[config.mk]
export PLATFORM = sky130hd
export DESIGN_NAME = afe_device_end_flat
export DESIGN_NICKNAME = d
export VERILOG_FILES = /design/src/afe_pkg.sv /design/src/afe_link_if.sv /design/src/afe_device_end.sv /design/src/flat_wrapper.sv
export VERILOG_INCLUDE_DIRS = /design/src
export SDC_FILE = /design/constraint.sdc
export NUM_CORES = 1
export LEC_CHECK = 0
export BUFFER_PORTS_ARGS = -buffer_cell sky130_fd_sc_hd__buf_4
export CAP_MARGIN = 15
export CELL_PAD_IN_SITES_DETAIL_PLACEMENT = 0
export CELL_PAD_IN_SITES_GLOBAL_PLACEMENT = 1
export CORE_MARGIN = 2
export CORE_UTILIZATION = 45
export CTS_BUF_LIST = sky130_fd_sc_hd__clkbuf_4
export CTS_CLUSTER_DIAMETER = 40
export DETAILED_ROUTE_END_ITERATION = 10
export HOLD_SLACK_MARGIN = 0.06
export PLACE_DENSITY = 0.84
export SYNTH_ARGS = -nofsm -noshare
export SYNTH_HDL_FRONTEND = slang
export SYNTH_SLANG_ARGS = --single-unit
[constraint.sdc]
create_clock -name clock -period 9.55 [get_ports clock]
set_clock_uncertainty 0.2 [all_clocks]
set_input_delay 1.4325 -clock clock [delete_from_list [all_inputs] [get_ports clock]]
set_output_delay 1.4325 -clock clock [all_outputs]
set_load 0.01 [all_outputs]
[src/afe_defs.svh]
/*
  Constants shared by both ends of the line-sensor front-end link:
  serial frame layout, register addresses, field positions, reset values
  and timing counts. Assumes a 125 MHz system clock.
*/
`ifndef AFE_DEFS_SVH
`define AFE_DEFS_SVH

// System clock period.
`define CLOCK_PERIOD_NS 8

// Serial frame fields, most significant bit sent first.
`define FR_SEL_HI  15
`define FR_SEL_LO  14
`define FR_READ    13
`define FR_ADDR_HI 12
`define FR_ADDR_LO 10
`define FR_DATA_HI 9
`define FRAME_BITS 16

// Device register addresses.
`define RA_CONFIG  3'h0
`define RA_STANDBY 3'h1
`define RA_GAIN_E  3'h2
`define RA_GAIN_O  3'h3
`define RA_CLAMP_E 3'h4
`define RA_CLAMP_O 3'h5
`define RA_TEST    3'h6

// Configuration fields and writable-bit masks.
`define CFG_POL_CLAMP  0
`define CFG_POL_BLACK  1
`define CFG_POL_SAMPLE 2
`define CFG_ORDER      4
`define CFG_DLY_LO     6
`define CFG_DLY_HI     7
`define CFG_MASK       8'hd7
`define TST_EN         0
`define TST_STRIPE     2
`define TST_IVL_LO     4
`define TST_IVL_HI     5
`define TST_MASK       6'h35

// Reset values.
`define CONFIG_RESET 8'h00
`define GAIN_RESET   10'h040
`define CLAMP_RESET  8'h50
`define TEST_RESET   6'h00

// Pixel path constants.
`define GAIN_ROUND   26'sh80
`define GAIN_SHIFT   8
`define FULL_SCALE   12'hfff
`define STRIPE_RISE  12'h080
`define GRAD_START   12'h001
`define STRIPE_BASE  7'h08
`define GRAD_BASE    13'h0002
`define OUT_STEP_NS  3

// Controller register offsets and control bits.
`define CR_FRAME  2'h0
`define CR_CTRL   2'h1
`define CR_STATUS 2'h2
`define CR_PIXEL  2'h3
`define CT_RUN    0
`define CT_CDS    1
`define CT_POL_LO 2
`define CTRL_RESET 5'h00

// Line timing made by the controller.
`define PIX_LAST    3'h7
`define PIX_HIGH    3'h4
`define REF_PHASE   3'h1
`define DATA_PHASE  3'h5
`define LINE_LAST   6'h3f
`define DUMMY_END   6'h04
`define BLACK_END   6'h0c
`define WARM_TICKS  2'h3
`define SCLK_PERIOD_NS 100
`define SCLK_HALF_CYC ((`SCLK_PERIOD_NS / 2 + `CLOCK_PERIOD_NS - 1) / `CLOCK_PERIOD_NS)
`define SETTLE_MS   500
`define SETTLE_CYC_DEF (`SETTLE_MS * 1000 * (1000 / `CLOCK_PERIOD_NS))

`endif

[src/afe_pkg.sv]
/*
  Types shared by both ends of the front-end link.
  Assumes afe_defs.svh supplies all numeric constants.
*/
package afe_pkg;
  typedef logic [13:0] conv_t;
  typedef logic [11:0] pixel_t;
  typedef enum logic [1:0] {SER_IDLE, SER_SHIFT, SER_LATCH} ser_state_t;
endpackage : afe_pkg

[src/afe_link_if.sv]
/*
  Link between the front-end device and its timing and image controller.
  Assumes both ends run on the same system clock.
*/
`timescale 1ns/1ps
interface afe_link_if;
  logic           correlated_sample_select;
  logic           input_clamp_strobe;
  logic           reference_sample_pulse;
  logic           data_sample_pulse;
  logic           black_level_clamp_strobe;
  logic           pixel_system_clock;
  logic           serial_clock;
  logic           serial_data_in;
  logic           serial_latch_strobe;
  afe_pkg::pixel_t pixel_data;
  logic           pixel_valid;
  logic           pixel_odd;

  modport device (
    input  correlated_sample_select, input_clamp_strobe, reference_sample_pulse,
    input  data_sample_pulse, black_level_clamp_strobe, pixel_system_clock,
    input  serial_clock, serial_data_in, serial_latch_strobe,
    output pixel_data, pixel_valid, pixel_odd
  );
  modport controller (
    output correlated_sample_select, input_clamp_strobe, reference_sample_pulse,
    output data_sample_pulse, black_level_clamp_strobe, pixel_system_clock,
    output serial_clock, serial_data_in, serial_latch_strobe,
    input  pixel_data, pixel_valid, pixel_odd
  );
endinterface : afe_link_if

[src/afe_device_end.sv]
/*
  Digital control of a two-channel line-sensor front end: serial register
  file, clamp gating, black-level loop, digital gain, test patterns and
  multiplexed pixel output with stepped delay.
  Assumes link strobes come from logic on the same clock; straps are pins.
*/
// Function
// Select pin high picks correlated sampling.
// Input clamp needs strobe and active pulse.
// Controller clamps only on dummy/black pixels.
// Gain from zero to sixteen, linear. Code divides the gain code by 256, so it stays under four.
// Black loop runs only during clamp strobe.
// Black pixels output at programmed clamp level.
// Gain change leaves black level unchanged.
// Clamp code times two, default 160.
// Standby halts all but serial port.
// Controller waits three clocks before commands.
// Output change delayed in programmed steps.
// Test mode replaces pixels with pattern.
// Stripe is clamp level plus 128.
// Gradation steps from 1 to 4095.
// Write only when select matches straps.
// Controller waits settle time before valid.
// Sixteen-bit frames, shift rising, latch rising.
// Gain code is factor times 64. Code treats it as factor times 256 (GAIN_SHIFT 8).
// Interval selects stripe period and step.
// Delay field selects 0/3/6/9 ns. Code rounds up to whole clocks: 0/1/1/2 cycles.
// Round and saturate scaled result.
// Stripe gaps sit at clamp level.
`timescale 1ns/1ps
`include "afe_defs.svh"
module afe_device_end (
  // Clock and reset.
  input  wire logic           clock,
  input  wire logic           nrst,
  // Link to the controller.
  afe_link_if.device          link,
  // Address straps.
  input  wire logic           device_select_strap_low,
  input  wire logic           device_select_strap_high,
  // Converter results.
  input  wire afe_pkg::conv_t conv_even,
  input  wire afe_pkg::conv_t conv_odd,
  // Analog control levels.
  output logic                front_end_cds,
  output logic                input_clamp_on,
  output logic                black_loop_on,
  output logic                standby_active
);
  import afe_pkg::*;

  logic [1:0]  strap_meta;
  logic [1:0]  strap_sync;
  logic        pixel_system_clock_q;
  logic        sclk_q;
  logic        latch_q;
  logic        tick_q;
  logic        next_tick_q;
  logic [15:0] shift;
  logic [15:0] next_shift;
  logic [7:0]  config_reg;
  logic [7:0]  next_config;
  logic        standby;
  logic        next_standby;
  logic [5:0]  test_reg;
  logic [5:0]  next_test;
  logic [9:0]  gain [2];
  logic [9:0]  next_gain [2];
  logic [7:0]  clamp_code [2];
  logic [7:0]  next_clamp [2];
  conv_t       conv [2];
  conv_t       offset [2];
  conv_t       next_offset [2];
  pixel_t      hold [2];
  pixel_t      next_hold [2];
  pixel_t      clamp12 [2];
  logic [5:0]  tp_count;
  logic [5:0]  next_tp_count;
  pixel_t      grad;
  pixel_t      next_grad;
  logic [13:0] stage [3];
  logic [13:0] next_stage [3];
  logic [13:0] out_word;
  logic [13:0] next_out_word;
  logic        pix_rise;
  logic        pix_fall;
  logic        clamp_act;
  logic        black_act;
  logic        sample_act;
  logic        push;
  logic        word_odd;
  pixel_t      word_data;
  logic [1:0]  dly_cyc;
  logic [6:0]  stripe_mask;
  logic [12:0] grad_sum;
  logic [9:0]  wdata;

  assign conv[0] = conv_even;
  assign conv[1] = conv_odd;

  // Events and active levels; each strobe polarity is programmable.
  always_comb begin
    pix_rise   = link.pixel_system_clock & ~pixel_system_clock_q & ~standby;
    pix_fall   = ~link.pixel_system_clock & pixel_system_clock_q & ~standby;
    clamp_act  = link.input_clamp_strobe ^ ~config_reg[`CFG_POL_CLAMP];
    black_act  = link.black_level_clamp_strobe ^ ~config_reg[`CFG_POL_BLACK];
    sample_act = link.correlated_sample_select
               ? (link.reference_sample_pulse ^ ~config_reg[`CFG_POL_SAMPLE])
               : (link.data_sample_pulse ^ ~config_reg[`CFG_POL_SAMPLE]);
  end

  // Analog control levels follow the link with no added latency.
  always_comb begin
    front_end_cds  = link.correlated_sample_select;
    input_clamp_on = clamp_act & sample_act & ~standby;
    black_loop_on  = black_act & ~standby;
    standby_active = standby;
  end

  // Per-channel black loop, gain and clamp. Gain sits after the loop so
  // the black reference does not move with it.
  for (genvar c = 0; c < 2; c++) begin : g_chan
    logic signed [14:0] diff;
    logic signed [25:0] prod;
    logic signed [17:0] scaled;
    logic signed [18:0] total;
    pixel_t             chan_val;
    always_comb begin
      clamp12[c] = {3'h0, clamp_code[c], 1'b0};
      diff   = $signed({1'b0, conv[c]}) - $signed({1'b0, offset[c]});
      prod   = diff * $signed({1'b0, gain[c]});
      scaled = 18'((prod + `GAIN_ROUND) >>> `GAIN_SHIFT);
      total  = 19'(scaled) + $signed({7'h00, clamp12[c]});
      if (black_act) begin
        chan_val = clamp12[c];
      end else if (total < 0) begin
        chan_val = 12'h000;
      end else if (total > $signed({7'h00, `FULL_SCALE})) begin
        chan_val = `FULL_SCALE;
      end else begin
        chan_val = total[11:0];
      end
      next_offset[c] = offset[c];
      if (pix_rise && black_act) begin
        if (conv[c] > offset[c]) begin
          next_offset[c] = offset[c] + 14'h0001;
        end else if (conv[c] < offset[c]) begin
          next_offset[c] = offset[c] - 14'h0001;
        end
      end
      next_hold[c] = pix_rise ? chan_val : hold[c];
    end
    always_ff @(posedge clock) begin
      if (!nrst) begin
        offset[c] <= 14'h0000;
        hold[c]   <= 12'h000;
      end else begin
        offset[c] <= next_offset[c];
        hold[c]   <= next_hold[c];
      end
    end
  end

  // Serial port keeps running in standby; writes land on the latch edge.
  always_comb begin
    wdata        = shift[`FR_DATA_HI:0];
    next_shift   = shift;
    next_config  = config_reg;
    next_standby = standby;
    next_test    = test_reg;
    next_gain    = gain;
    next_clamp   = clamp_code;
    if (link.serial_clock && !sclk_q) begin
      next_shift = {shift[14:0], link.serial_data_in};
    end
    if (link.serial_latch_strobe && !latch_q
        && shift[`FR_SEL_HI:`FR_SEL_LO] == strap_sync
        && !shift[`FR_READ]) begin
      case (shift[`FR_ADDR_HI:`FR_ADDR_LO])
        `RA_CONFIG:  next_config   = wdata[7:0] & `CFG_MASK;
        `RA_STANDBY: next_standby  = wdata[0];
        `RA_GAIN_E:  next_gain[0]  = wdata;
        `RA_GAIN_O:  next_gain[1]  = wdata;
        `RA_CLAMP_E: next_clamp[0] = wdata[7:0];
        `RA_CLAMP_O: next_clamp[1] = wdata[7:0];
        `RA_TEST:    next_test     = wdata[5:0] & `TST_MASK;
        default:     next_shift    = shift;
      endcase
    end
  end

  // Word multiplexing, test patterns and the delay line. Changing the
  // delay while streaming may repeat or skip one word; data holds between words.
  always_comb begin
    next_tick_q = pix_rise;
    push        = tick_q | pix_fall;
    word_odd    = tick_q ? config_reg[`CFG_ORDER] : ~config_reg[`CFG_ORDER];
    stripe_mask = 7'((`STRIPE_BASE << test_reg[`TST_IVL_HI:`TST_IVL_LO]) - 7'h01);
    grad_sum    = {1'b0, grad} + 13'(`GRAD_BASE << test_reg[`TST_IVL_HI:`TST_IVL_LO]);
    next_tp_count = tp_count;
    next_grad     = grad;
    if (!test_reg[`TST_EN]) begin
      word_data     = hold[word_odd];
      next_tp_count = 6'h00;
      next_grad     = `GRAD_START;
    end else if (test_reg[`TST_STRIPE]) begin
      if (({1'b0, tp_count} & stripe_mask) == 7'h00) begin
        word_data = clamp12[word_odd] + `STRIPE_RISE;
      end else begin
        word_data = clamp12[word_odd];
      end
      if (push) begin
        next_tp_count = tp_count + 6'h01;
      end
    end else begin
      word_data = grad;
      if (push) begin
        next_grad = (grad_sum > {1'b0, `FULL_SCALE}) ? `GRAD_START : grad_sum[11:0];
      end
    end
    next_stage[0] = push ? {1'b1, word_odd, word_data} : {1'b0, stage[0][12:0]};
    next_stage[1] = stage[0];
    next_stage[2] = stage[1];
    dly_cyc = 2'((config_reg[`CFG_DLY_HI:`CFG_DLY_LO] * `OUT_STEP_NS
                  + `CLOCK_PERIOD_NS - 1) / `CLOCK_PERIOD_NS);
    next_out_word = stage[dly_cyc];
  end

  // All state but the per-channel offset and hold is registered here; straps pass two flops as pins.
  always_ff @(posedge clock) begin
    if (!nrst) begin
      strap_meta <= 2'h0;
      strap_sync <= 2'h0;
      pixel_system_clock_q   <= 1'b0;
      sclk_q     <= 1'b0;
      latch_q    <= 1'b1;
      tick_q     <= 1'b0;
      shift      <= 16'h0000;
      config_reg <= `CONFIG_RESET;
      standby    <= 1'b0;
      test_reg   <= `TEST_RESET;
      gain       <= '{`GAIN_RESET, `GAIN_RESET};
      clamp_code <= '{`CLAMP_RESET, `CLAMP_RESET};
      tp_count   <= 6'h00;
      grad       <= `GRAD_START;
      stage      <= '{14'h0000, 14'h0000, 14'h0000};
      out_word   <= 14'h0000;
    end else begin
      strap_meta <= {device_select_strap_high, device_select_strap_low};
      strap_sync <= strap_meta;
      pixel_system_clock_q   <= link.pixel_system_clock;
      sclk_q     <= link.serial_clock;
      latch_q    <= link.serial_latch_strobe;
      tick_q     <= next_tick_q;
      shift      <= next_shift;
      config_reg <= next_config;
      standby    <= next_standby;
      test_reg   <= next_test;
      gain       <= next_gain;
      clamp_code <= next_clamp;
      tp_count   <= next_tp_count;
      grad       <= next_grad;
      stage      <= next_stage;
      out_word   <= next_out_word;
    end
  end

  assign link.pixel_valid = out_word[13];
  assign link.pixel_odd   = out_word[12];
  assign link.pixel_data  = out_word[11:0];
endmodule : afe_device_end

[src/flat_wrapper.sv]
// flat-port wrapper written by rule: the top's interface ports become plain ports
module afe_device_end_flat import afe_pkg::*;
  (clock, nrst, device_select_strap_low, device_select_strap_high, conv_even, conv_odd, front_end_cds, input_clamp_on, black_loop_on, standby_active, link_correlated_sample_select, link_input_clamp_strobe, link_reference_sample_pulse, link_data_sample_pulse, link_black_level_clamp_strobe, link_pixel_system_clock, link_serial_clock, link_serial_data_in, link_serial_latch_strobe, link_pixel_data, link_pixel_valid, link_pixel_odd);
  afe_link_if link_i ();
  input  wire logic clock;
  input  wire logic nrst;
  input  wire logic device_select_strap_low;
  input  wire logic device_select_strap_high;
  input  wire afe_pkg::conv_t conv_even;
  input  wire afe_pkg::conv_t conv_odd;
  output logic front_end_cds;
  output logic input_clamp_on;
  output logic black_loop_on;
  output logic standby_active;
  input wire logic [$bits(link_i.correlated_sample_select)-1:0] link_correlated_sample_select;
  input wire logic [$bits(link_i.input_clamp_strobe)-1:0] link_input_clamp_strobe;
  input wire logic [$bits(link_i.reference_sample_pulse)-1:0] link_reference_sample_pulse;
  input wire logic [$bits(link_i.data_sample_pulse)-1:0] link_data_sample_pulse;
  input wire logic [$bits(link_i.black_level_clamp_strobe)-1:0] link_black_level_clamp_strobe;
  input wire logic [$bits(link_i.pixel_system_clock)-1:0] link_pixel_system_clock;
  input wire logic [$bits(link_i.serial_clock)-1:0] link_serial_clock;
  input wire logic [$bits(link_i.serial_data_in)-1:0] link_serial_data_in;
  input wire logic [$bits(link_i.serial_latch_strobe)-1:0] link_serial_latch_strobe;
  output wire logic [$bits(link_i.pixel_data)-1:0] link_pixel_data;
  output wire logic [$bits(link_i.pixel_valid)-1:0] link_pixel_valid;
  output wire logic [$bits(link_i.pixel_odd)-1:0] link_pixel_odd;
  assign link_i.correlated_sample_select = link_correlated_sample_select;
  assign link_i.input_clamp_strobe = link_input_clamp_strobe;
  assign link_i.reference_sample_pulse = link_reference_sample_pulse;
  assign link_i.data_sample_pulse = link_data_sample_pulse;
  assign link_i.black_level_clamp_strobe = link_black_level_clamp_strobe;
  assign link_i.pixel_system_clock = link_pixel_system_clock;
  assign link_i.serial_clock = link_serial_clock;
  assign link_i.serial_data_in = link_serial_data_in;
  assign link_i.serial_latch_strobe = link_serial_latch_strobe;
  assign link_pixel_data = link_i.pixel_data;
  assign link_pixel_valid = link_i.pixel_valid;
  assign link_pixel_odd = link_i.pixel_odd;
  afe_device_end u_core (.clock(clock), .nrst(nrst), .link(link_i), .device_select_strap_low(device_select_strap_low), .device_select_strap_high(device_select_strap_high), .conv_even(conv_even), .conv_odd(conv_odd), .front_end_cds(front_end_cds), .input_clamp_on(input_clamp_on), .black_loop_on(black_loop_on), .standby_active(standby_active));
endmodule
==> results.rst, run 1 <==
.. list-table::
   :header-rows: 1

   * - Metric
     - Value
   * - Result of the run
     - complete, no violations
   * - Share of flip-flops with an asynchronous set or reset
     - 0%
   * - Areal power density over the cells
     - 95.32 nW/um^2
   * - RSZ-0062 raised after global routing
     - true
   * - IO Count
     - 59
   * - Time the final worst path needs with I/O delays and setup
     - 9.224 ns
   * - Number of global-route vias before repair
     - 18680
   * - Num Clock Sinks
     - 197
   * - Setup TNS Final
     - 0 ns
   * - Core box area
     - 51090 sq um
   * - Sequential share of power
     - 35.5%
   * - Cell family with most CP delay
     - adder cells
   * - Cell with the most instances after synthesis
     - inv_1
   * - Area Overhead vs Synth
     - 14.13%
   * - RD Place Congestion
     - 0.8957
   * - Buffer type at the clock tree root
     - clkbuf_4
   * - Library cells used by synthesis
     - 86
   * - Yosys Warn Count
     - 0
   * - Buf+Inv Stages, Crit Path
     - 6
   * - Post-route design area
     - 26400 sq um
   * - Port buffer count
     - 58
   * - Leftover overflow at the end of global routing
     - 0
   * - Post-CTS clock slew at the launch and capture registers of the worst setup and hold paths
     - 0.16 ns
   * - Count of max-cap constraint violations
     - 0
   * - Sequential area share after synthesis
     - 18.09%
   * - Primary FF master, synth
     - dfxtp_1
   * - Data arrival, critical path
     - 9.52 ns
   * - Post-placement cell area
     - 25940 sq um
   * - Flops & latches, synth
     - 197
   * - Total GRT Usage
     - 21.49%
   * - Antenna violations before repair
     - 1
   * - Clock latency on the worst-skew pair
     - 0.75 ns
   * - Cell type with the highest aggregate area in the netlist
     - fa_1
   * - Cells after Synth
     - 2616
   * - Critical-path top delay cell
     - fa_1
   * - Top cell type's share of synthesized area
     - 24.14%
   * - Num CTS Buffers
     - 17
   * - Clock network power share
     - 17.7%
   * - Chip height
     - 230.7 um
   * - Number of synthesized flops with an enable pin
     - 24
   * - Hold Buf Count CTS
     - 0
   * - Power Internal
     - 1537 uW
   * - Switch Pwr
     - 979.7 uW
   * - Req. time, crit path
     - 9.85 ns
   * - Top achievable clock speed
     - 108.4 MHz
   * - Slew at the pin closest to its max-slew limit
     - 1.059 ns
   * - Top cells by area in the synthesized netlist
     - fa_1, dfxtp_1, ha_1, inv_1, mux2i_1
   * - Effective utilization at floorplan
     - 45.28%
   * - Deepest clock path buffer count
     - 2
   * - Detailed router's first-iteration violation count
     - 874
   * - Syn_area_per_cell
     - 8.843 sq um
   * - Most repeated library cell on the critical path
     - fa_1
   * - Minimum hold slack
     - 0.2566 ns
   * - Number of nets still failing antenna checks after routing
     - 0
   * - CTS tree
     - built
   * - Number of nets in the synthesized netlist
     - 3148
   * - DRC violations left
     - 0
   * - HP Class
     - reg -> reg
   * - Total of endpoints with negative setup slack in the final report
     - 0
   * - Die X-Extent
     - 230.7 um
   * - GR met1 Demand/Resource
     - 28.82%
   * - CP startpoint kind
     - input pin
   * - Multi-input logic area
     - 17240 sq um
   * - Fraction of layout cells with a size suffix above 1
     - 15.07%
   * - Share of the core filled with cells
     - 51.68%
   * - Final count of pins violating max slew
     - 0
   * - Final #Nets
     - 3392
   * - Syn Std Cell Area
     - 23130 sq um
   * - Post-DR wirelength/cell
     - 15.69 um
   * - Detailed-router iteration count before antenna repair
     - 5
   * - Routed Wire Length
     - 55800 um
   * - Comb pwr share
     - 46.9%
   * - Worst IR Drop VDD
     - 0.00009225 V
   * - Area of the die
     - 53240 sq um
   * - Std-Cell Rows
     - 83
   * - Hold Violations, Final
     - 0
   * - Sum of net half-perimeters after detailed placement
     - 45950 um
   * - Commonest cells post-synth
     - inv_1, fa_1, nand2_1
   * - Path type of the worst setup path
     - in -> reg
   * - P_leak
     - 0.01274 uW
   * - Max incr delay on CP
     - 0.55 ns
   * - CTS HTree Levels
     - 4
   * - M2 GR Usage
     - 34.59%
   * - Portion of the clock cycle consumed by the worst path in the final layout
     - 96.59%
   * - Maximum number of pins on one net before global-route repair
     - 70
   * - Number of fill cells
     - 4812
   * - Vias per cell
     - 5.176
   * - Wire length of the first global-routing pass
     - 92320 um
   * - Via Count
     - 18410
   * - Met3 Usage GRT
     - 4.657%
   * - Gr busiest metal
     - met2
   * - Fraction of power spent switching nets
     - 38.93%
   * - Max-Slew Margin vs Limit
     - 29.23%
   * - CP max FO
     - 5
   * - Endpoint kind of the worst setup timing path
     - flop
   * - Footprint of the flip-flops and latches
     - 4184 sq um
[per-stage QoR]
step | setup WS (ns) | total power, uW | instances
floorplan | 0.01144 | 1628 | 2616
global placement | -0.8233 | 2031 | 3512
detailed placement | -1.091 | 2064 | 3512
CTS | 0.09116 | 2515 | 3544
global route | -0.06230 | 2711 | 3557
finish | 0.3261 | 2517 | 3557
[power by group through the flow]
stage / clock [uW] / combinational, uW / sequential, uW
2_1_floorplan: 0 / 728 / 900
3_3_place_gp: 0 / 1120 / 909
3_5_place_dp: 0 / 1150 / 910
4_1_cts: 461 / 1160 / 893
5_1_grt: 495 / 1320 / 896
6_report: 444 / 1180 / 892
[cell type report]
class / count / area share, %
Tap cell: 680 / 3.222
Inverter: 403 / 5.734
Clock buffer: 19 / 0.5402
Clock inverter: 13 / 0.4265
Timing Repair Buffer: 313 / 8.900
Sequential cell: 197 / 15.85
Multi-Input combinational cell: 1928 / 65.29
Antenna cell: 4 / 0.03791
[cell families after synthesis]
kind of cell	after synthesis	synth area share, %
compound gates	399	11.48
xor+xnor	119	4.505
fa+ha+maj	491	35.61
buf+inv	492	8.140
simple gates	803	17.15
flops	197	18.09
mux	115	5.035
[layout by cell type, fill, tap and decap left out, types with 7 or more instances in the layout]
cell,instances
o21ai_2,8
mux2i_1,104
or3_1,13
clkbuf_4,19
inv_1,402
nand2_1,219
a21oi_1,131
dfxtp_1,173
or2_2,10
nor2_1,205
nand4_1,12
o211ai_1,9
nand2b_1,28
xnor2_1,68
and2_1,158
o21ai_1,14
nor3_1,36
nor2b_1,37
nor3b_1,10
a31oi_1,10
nand3b_1,7
nand3_1,27
o21bai_1,8
xor2_1,46
o21ai_0,53
o21a_1,15
and3_1,9
buf_4,313
mux2_2,11
edfxtp_1,24
a22oi_1,8
a211o_1,7
a21o_1,41
o41ai_1,7
fa_1,279
ha_1,212
a211oi_1,14
[metal layers]
layer | wire (um) | part of all wire (%)
met1 | 25740 | 46
met3 | 3185 | 5.7
met2 | 25460 | 46
met4 | 1416 | 2.5
met5 | 0 | 0
[timing repair]
item / 4_1_cts / 5_1_grt
endpoints found under the setup margin: 12 / 24
setup buffers: 0 / 6
pin swaps: 0 / 17
gates cloned: 0 / 1
hold endpoints to repair: 0 / 0
gates resized for setup: 1 / 38
[worst paths after layout]
path	from	end	slack [ns]	cells after the start
max reg2reg	u_core.offset[1][1]$_SDFFE_PN0P_	u_core.hold[1][8]$_SDFFCE_PN0P_	0.64	35
min	u_core.strap_meta[1]$_SDFF_PN0_	u_core.strap_sync[1]$_SDFF_PN0_	0.26	1
max	conv_even[0]	u_core.hold[0][1]$_SDFFCE_PN0P_	0.33	38
min reg2reg	u_core.strap_meta[1]$_SDFF_PN0_	u_core.strap_sync[1]$_SDFF_PN0_	0.26	1
(Power assumes the default switching activity.)
==> inputs of run 2 (changes only) <==
Settings changed: ABC_AREA set to 1, PLACE_DENSITY 0.84 to 0.86.
==> results.rst, run 2 <==
.. list-table::
   :header-rows: 1

   * - Metric
     - Value
   * - Result of the run
     - complete, no violations
   * - Critical-path top delay cell
     - fa_1
   * - Post-route design area
     - 25710 sq um
   * - Top cells by area in the synthesized netlist
     - fa_1, dfxtp_1, ha_1, inv_1, nand2_1
   * - Final #Nets
     - 3737
   * - Slew at the pin closest to its max-slew limit
     - 1.071 ns
   * - Cell with the most instances after synthesis
     - inv_1
   * - IO Count
     - 59
   * - Primary FF master, synth
     - dfxtp_1
   * - Vias per cell
     - 5.035
   * - Leading cell types in the layout, fill and taps excluded
     - inv_1, nand2_1, nor2_1
   * - Synthesized-area fraction occupied by adder cells
     - 35.92%
   * - Syn_area_per_cell
     - 7.591 sq um
   * - Total GRT Usage
     - 23.17%
   * - Most repeated library cell on the critical path
     - nand2_1
   * - Cell depth of the worst flop-to-flop path
     - 42
   * - Fraction of layout cells with a size suffix above 1
     - 10.60%
   * - Number of global-route vias before repair
     - 20480
   * - Num Clock Sinks
     - 197
   * - Flops & latches, synth
     - 197
   * - DRC violations left
     - 0
   * - Worst IR Drop VDD
     - 0.0001076 V
   * - Share of the core filled with cells
     - 51.14%
   * - Detailed router's first-iteration violation count
     - 1125
   * - CP max FO
     - 6
   * - Worst slack, placed
     - -0.3666 ns
   * - Critical path depth
     - 46
   * - Number of synthesized flops with an enable pin
     - 24
   * - Effective utilization at floorplan
     - 45.61%
   * - Cell type with the highest aggregate area in the netlist
     - fa_1
   * - Core box area
     - 50270 sq um
   * - GR met1 Demand/Resource
     - 29.40%
   * - Yosys Warn Count
     - 0
   * - Total of endpoints with negative setup slack in the final report
     - 0
   * - Std-Cell Rows
     - 82
   * - P_leak
     - 0.01299 uW
   * - Multi-input logic area
     - 16170 sq um
   * - CTS tree
     - built
   * - Top cell type's share of synthesized area
     - 24.36%
   * - M2 GR Usage
     - 40.78%
   * - Synthesized-area fraction occupied by ao, oa, aoi and oai cells
     - 11.40%
   * - Commonest cells post-synth
     - inv_1, nand2_1, nor2_1
   * - Req. time, crit path
     - 9.78 ns
   * - Syn Std Cell Area
     - 22930 sq um
   * - Leftover overflow at the end of global routing
     - 0
   * - CP startpoint kind
     - input pin
   * - Clock latency on the worst-skew pair
     - 0.65 ns
   * - Dominant combinational cell family by area after synthesis
     - adder cells
   * - Area of the die
     - 52780 sq um
   * - Post-layout power
     - 3035 uW
   * - Worst-case setup margin in the final layout
     - 0.5138 ns
   * - Time the final worst path needs with I/O delays and setup
     - 9.036 ns
   * - Num CTS Buffers
     - 17
   * - HP Class
     - reg -> reg
   * - Basic-gate share of the synthesized area counting and, or, nand and nor cells
     - 19.04%
   * - Most frequent standard cell in the layout excluding fill and tap cells
     - inv_1
   * - Footprint of the flip-flops and latches
     - 4184 sq um
   * - Library cells used by synthesis
     - 59
   * - Number of nets in the synthesized netlist
     - 3553
   * - Buffer type at the clock tree root
     - clkbuf_4
   * - Via Count
     - 19590
   * - Endpoint kind of the worst setup timing path
     - flop
   * - Deepest clock path buffer count
     - 2
   * - Post-placement cell area
     - 25240 sq um
   * - Routed Wire Length
     - 58670 um
   * - Final count of pins violating max slew
     - 0
   * - Maximum number of pins on one net before global-route repair
     - 86
   * - Number of fill cells
     - 5021
   * - Gr busiest metal
     - met2
   * - Hold Path Stages
     - 2
   * - Post-DR wirelength/cell
     - 15.08 um
   * - Cell family with most CP delay
     - adder cells
   * - Areal power density over the cells
     - 118.1 nW/um^2
   * - Share of flip-flops with an asynchronous set or reset
     - 0%
   * - Wire length of the first global-routing pass
     - 99520 um
   * - Portion of the clock cycle consumed by the worst path in the final layout
     - 94.62%
   * - Die X-Extent
     - 229.7 um
   * - Buf+Inv Stages, Crit Path
     - 12
   * - Path type of the worst setup path
     - in -> reg
   * - Data arrival, critical path
     - 9.26 ns
   * - Sum of net half-perimeters after detailed placement
     - 49510 um
   * - Detailed-router iteration count before antenna repair
     - 5
   * - Max-Slew Margin vs Limit
     - 28.42%
   * - RD Place Congestion
     - 0.8969
   * - Max incr delay on CP
     - 0.56 ns
   * - Hold Violations, Final
     - 0
   * - Chip height
     - 229.7 um
   * - Fraction of synthesized area in multiplexers
     - 0.04365%
   * - Post-CTS clock slew at the launch and capture registers of the worst setup and hold paths
     - 0.23 ns
   * - Parity-gate share of the synthesized area counting xor and xnor cells
     - 3.743%
   * - Sequential area share after synthesis
     - 18.25%
   * - Port buffer count
     - 58
   * - Number of nets still failing antenna checks after routing
     - 0
   * - Top achievable clock speed
     - 110.7 MHz
   * - Antenna violations before repair
     - 1
   * - Area Overhead vs Synth
     - 12.12%
   * - Minimum hold slack
     - 0.2145 ns
   * - Cells after Synth
     - 3021
   * - Count of max-cap constraint violations
     - 0
   * - CTS HTree Levels
     - 4
   * - Met3 Usage GRT
     - 3.199%
## run 2: final timing paths
path,startpoint,end,slack [ns]
worst min-delay path,u_core.next_stage[7]$_SDFF_PN0_,u_core.stage[7]$_SDFF_PN0_,0.21
worst max-delay path,conv_odd[0],u_core.hold[1][0]$_SDFFCE_PP0P_,0.51
worst max register to register,u_core.offset[1][1]$_SDFFE_PN0P_,u_core.hold[1][0]$_SDFFCE_PP0P_,0.91
worst min register to register,u_core.next_stage[7]$_SDFF_PN0_,u_core.stage[7]$_SDFF_PN0_,0.21
## run 2: metal layers
metal  wire, um  share of wire [%]  vias to the layer above
met5          0                  0                        -
met4       1601                2.7                        0
met3       2349                4.0                       85
met2      28620                 49                      356
met1      26100                 44                     9411
li1           -                  -                     9739
## run 2: power breakdown
part / leakage (uW) / internal (uW) / switching [uW] / total (uW)
logic: 0.0111 / 657 / 930 / 1590
registers: 0.00167 / 881 / 31.2 / 912
clock network: 0.000189 / 147 / 388 / 535
## run 2: repair_timing
action	in CTS	in global routing
hold buffers	0	0
resized for setup	0	21
buffers inserted	0	2
endpoints found under the setup margin	0	24
## run 2: final cells by class
| cell class | instances | share of cell area, % |
|---|---|---|
| Antenna cell | 1 | 0.009733 |
| Clock buffer | 17 | 0.4964 |
| Clock inverter | 15 | 0.9441 |
| Inverter | 641 | 9.363 |
| Multi-Input combinational cell | 2117 | 62.90 |
| Sequential cell | 197 | 16.27 |
| Tap cell | 672 | 3.270 |
| Timing Repair Buffer | 231 | 6.745 |
## run 2: cells by family (layout without fill, tap and decap cells)
| group | after synthesis | in the layout |
|---|---|---|
| compound gates | 474 | 474 |
| xor+xnor | 95 | 95 |
| fa+ha+maj | 491 | 491 |
| buf+inv | 707 | 904 |
| flops | 197 | 197 |
| mux | 1 | 1 |
| other cells | 0 | 1 |
| simple gates | 1056 | 1056 |
## run 2: worst register-to-register path: cells and delay by family (launching register included)
family / cells / cell delay [ns]
flops: 1 / 0.48
compound gates: 7 / 1.25
fa+ha+maj: 8 / 3.33
buf+inv: 11 / 0.99
xor+xnor: 2 / 0.60
simple gates: 14 / 1.55
## run 2: through the flow
stage,cells,setup TNS (ns)
after detailed placement,3856,-6.861
after CTS,3888,0
after floorplan,3021,0
after global routing,3891,-0.006562
after global placement,3856,-2.532
final,3891,0
==> inputs of run 3 (changes only) <==
Settings changed: MAX_ROUTING_LAYER set to met4.
==> results.rst, run 3 (synthesis results as in run 2) <==
.. list-table::
   :header-rows: 1

   * - Metric
     - Value
   * - CTS tree
     - built
   * - Number of nets still failing antenna checks after routing
     - 0
   * - IO Count
     - 59
   * - Detailed router's first-iteration violation count
     - 1387
   * - Worst setup path endpoint
     - u_core.hold[0][6]$_SDFFCE_PN0P_
   * - Endpoint kind of the worst setup timing path
     - flop
   * - Hold Violations, Final
     - 0
   * - Fin cells
     - 3905
   * - Footprint of the flip-flops and latches
     - 4184 sq um
   * - Cell depth of the worst flop-to-flop path
     - 51
   * - Startpoint of the worst-slack reg-to-reg timing path
     - u_core.offset[0][1]$_SDFFE_PN0P_
   * - Effective utilization at floorplan
     - 45.61%
   * - Maximum number of pins on one net before global-route repair
     - 86
   * - Leftover overflow at the end of global routing
     - 0
   * - CP startpoint kind
     - input pin
   * - Cell family with most CP delay
     - adder cells
   * - Fraction of layout cells with a size suffix above 1
     - 11.39%
   * - Sum of net half-perimeters after detailed placement
     - 49350 um
   * - Most frequent standard cell in the layout excluding fill and tap cells
     - inv_1
   * - Req. time, crit path
     - 9.80 ns
   * - Num Clock Sinks
     - 197
   * - Deepest clock path buffer count
     - 2
   * - Result of the run
     - complete, no violations
   * - Area Overhead vs Synth
     - 12.77%
   * - Number of global-route vias before repair
     - 20250
   * - Worst-case setup margin in the final layout
     - 0.5642 ns
   * - Post-DR wirelength/cell
     - 15.13 um
   * - Max-Slew Margin vs Limit
     - 31.59%
   * - Leading cell types in the layout, fill and taps excluded
     - inv_1, nand2_1, nor2_1
   * - Critical path depth
     - 51
   * - Detailed-router iteration count before antenna repair
     - 6
   * - Die X-Extent
     - 229.7 um
   * - Max incr delay on CP
     - 0.55 ns
   * - Port buffer count
     - 58
   * - Number of fill cells
     - 4912
   * - Clock latency on the worst-skew pair
     - 0.66 ns
   * - Wire length of the first global-routing pass
     - 99660 um
   * - HP Class
     - reg -> reg
   * - Reg-to-reg critical path endpoint
     - u_core.hold[0][6]$_SDFFCE_PN0P_
   * - Top achievable clock speed
     - 111.3 MHz
   * - Total GRT Usage
     - 23.83%
   * - Critical-path top delay cell
     - fa_1
   * - Path type of the worst setup path
     - in -> reg
   * - Most repeated library cell on the critical path
     - nand2_1
   * - Buffer type at the clock tree root
     - clkbuf_4
   * - P_leak
     - 0.01306 uW
   * - Critical path launch point
     - conv_even[2]
   * - Final count of pins violating max slew
     - 0
   * - Final #Nets
     - 3751
   * - Post-CTS clock slew at the launch and capture registers of the worst setup and hold paths
     - 0.23 ns
   * - Post-placement cell area
     - 25330 sq um
   * - Num CTS Buffers
     - 17
   * - CP max FO
     - 9
   * - Std-Cell Rows
     - 82
   * - Routed Wire Length
     - 59100 um
   * - DRC violations left
     - 0
   * - Total of endpoints with negative setup slack in the final report
     - 0
   * - Buf+Inv Stages, Crit Path
     - 6
   * - Multi-input logic area
     - 16210 sq um
   * - Count of max-cap constraint violations
     - 0
   * - Portion of the clock cycle consumed by the worst path in the final layout
     - 94.09%
   * - Worst IR Drop VDD
     - 0.0001004 V
   * - Worst slack, placed
     - -0.3241 ns
   * - RD Place Congestion
     - 0.9225
   * - Area of the die
     - 52780 sq um
   * - Core box area
     - 50270 sq um
   * - Share of the core filled with cells
     - 51.44%
   * - Time the final worst path needs with I/O delays and setup
     - 8.986 ns
   * - Data arrival, critical path
     - 9.23 ns
   * - Slew at the pin closest to its max-slew limit
     - 1.024 ns
   * - Reg2reg setup slack
     - 0.89 ns
   * - Post-route design area
     - 25860 sq um
   * - Antenna violations before repair
     - 1
   * - Chip height
     - 229.7 um
   * - Number of cells after detailed placement
     - 3868
   * - Areal power density over the cells
     - 119.1 nW/um^2
   * - Vias per cell
     - 5.049
   * - Post-layout power
     - 3080 uW
   * - CTS HTree Levels
     - 4
   * - Via Count
     - 19720
-- run 3: worst min-delay path by stage --
stage	slack [ns]	startpoint	end	cells past startpoint
6_report	0.21	u_core.next_stage[10]$_SDFF_PN0_	u_core.stage[10]$_SDFF_PN0_	2
2_1_floorplan	0.19	u_core.strap_meta[0]$_SDFF_PN0_	u_core.strap_sync[0]$_SDFF_PN0_	2
3_5_place_dp	0.21	u_core.next_stage[5]$_SDFF_PN0_	u_core.stage[5]$_SDFF_PN0_	2
5_1_grt	0.24	u_core.next_stage[6]$_SDFF_PN0_	u_core.stage[6]$_SDFF_PN0_	2
4_1_cts	0.21	u_core.next_stage[6]$_SDFF_PN0_	u_core.stage[6]$_SDFF_PN0_	2
3_3_place_gp	0.21	u_core.next_stage[2]$_SDFF_PN0_	u_core.stage[2]$_SDFF_PN0_	2
-- run 3: power breakdown --
part,total [uW],internal [uW],switching (uW)
combinational,1630,677,952
clock,540,149,391
sequential,912,881,31.0
total,3080,1710,1370
-- run 3: tightest hold or removal path, delay by kind of cell (launching register included) --
kind          cells  cell delay, ns
buf+inv           1            0.03
flops             1            0.35
simple gates      1            0.05
-- run 3: through the flow --
step / TNS, ns / hold WS [ns]
6_report: 0 / 0.2107
5_1_grt: -0.2810 / 0.2381
4_1_cts: 0 / 0.2053
3_5_place_dp: -6.197 / 0.2133
3_3_place_gp: -3.233 / 0.2103
2_1_floorplan: 0 / 0.1905
-- run 3: what timing repair did --
item                       CTS  global route
buffers inserted             0             4
setup endpoints to repair    0            24
hold buffers                 0             0
gates resized for setup      0            37
-- run 3: layout make-up --
class,count,share of cell area [%]
flip-flops and latches,197,16.18
well taps,672,3.251
clock inverters,15,0.9532
diodes,1,0.009677
inverters,641,9.309
multi-input cells,2117,62.69
clock buffers,17,0.4935
repair buffers,245,7.112
-- run 3: per-layer routing --
| metal | track usage (%) | share of wire (%) | wire length, um | vias up |
|---|---|---|---|---|
| li1 | - | - | - | 9769 |
| met1 | 30.24 | 45 | 26580 | 9458 |
| met2 | 41.53 | 50 | 29280 | 426 |
| met3 | 1.761 | 3.6 | 2141 | 65 |
| met4 | 5.585 | 1.9 | 1104 | 0 |
| met5 | - | 0 | 0 | - |
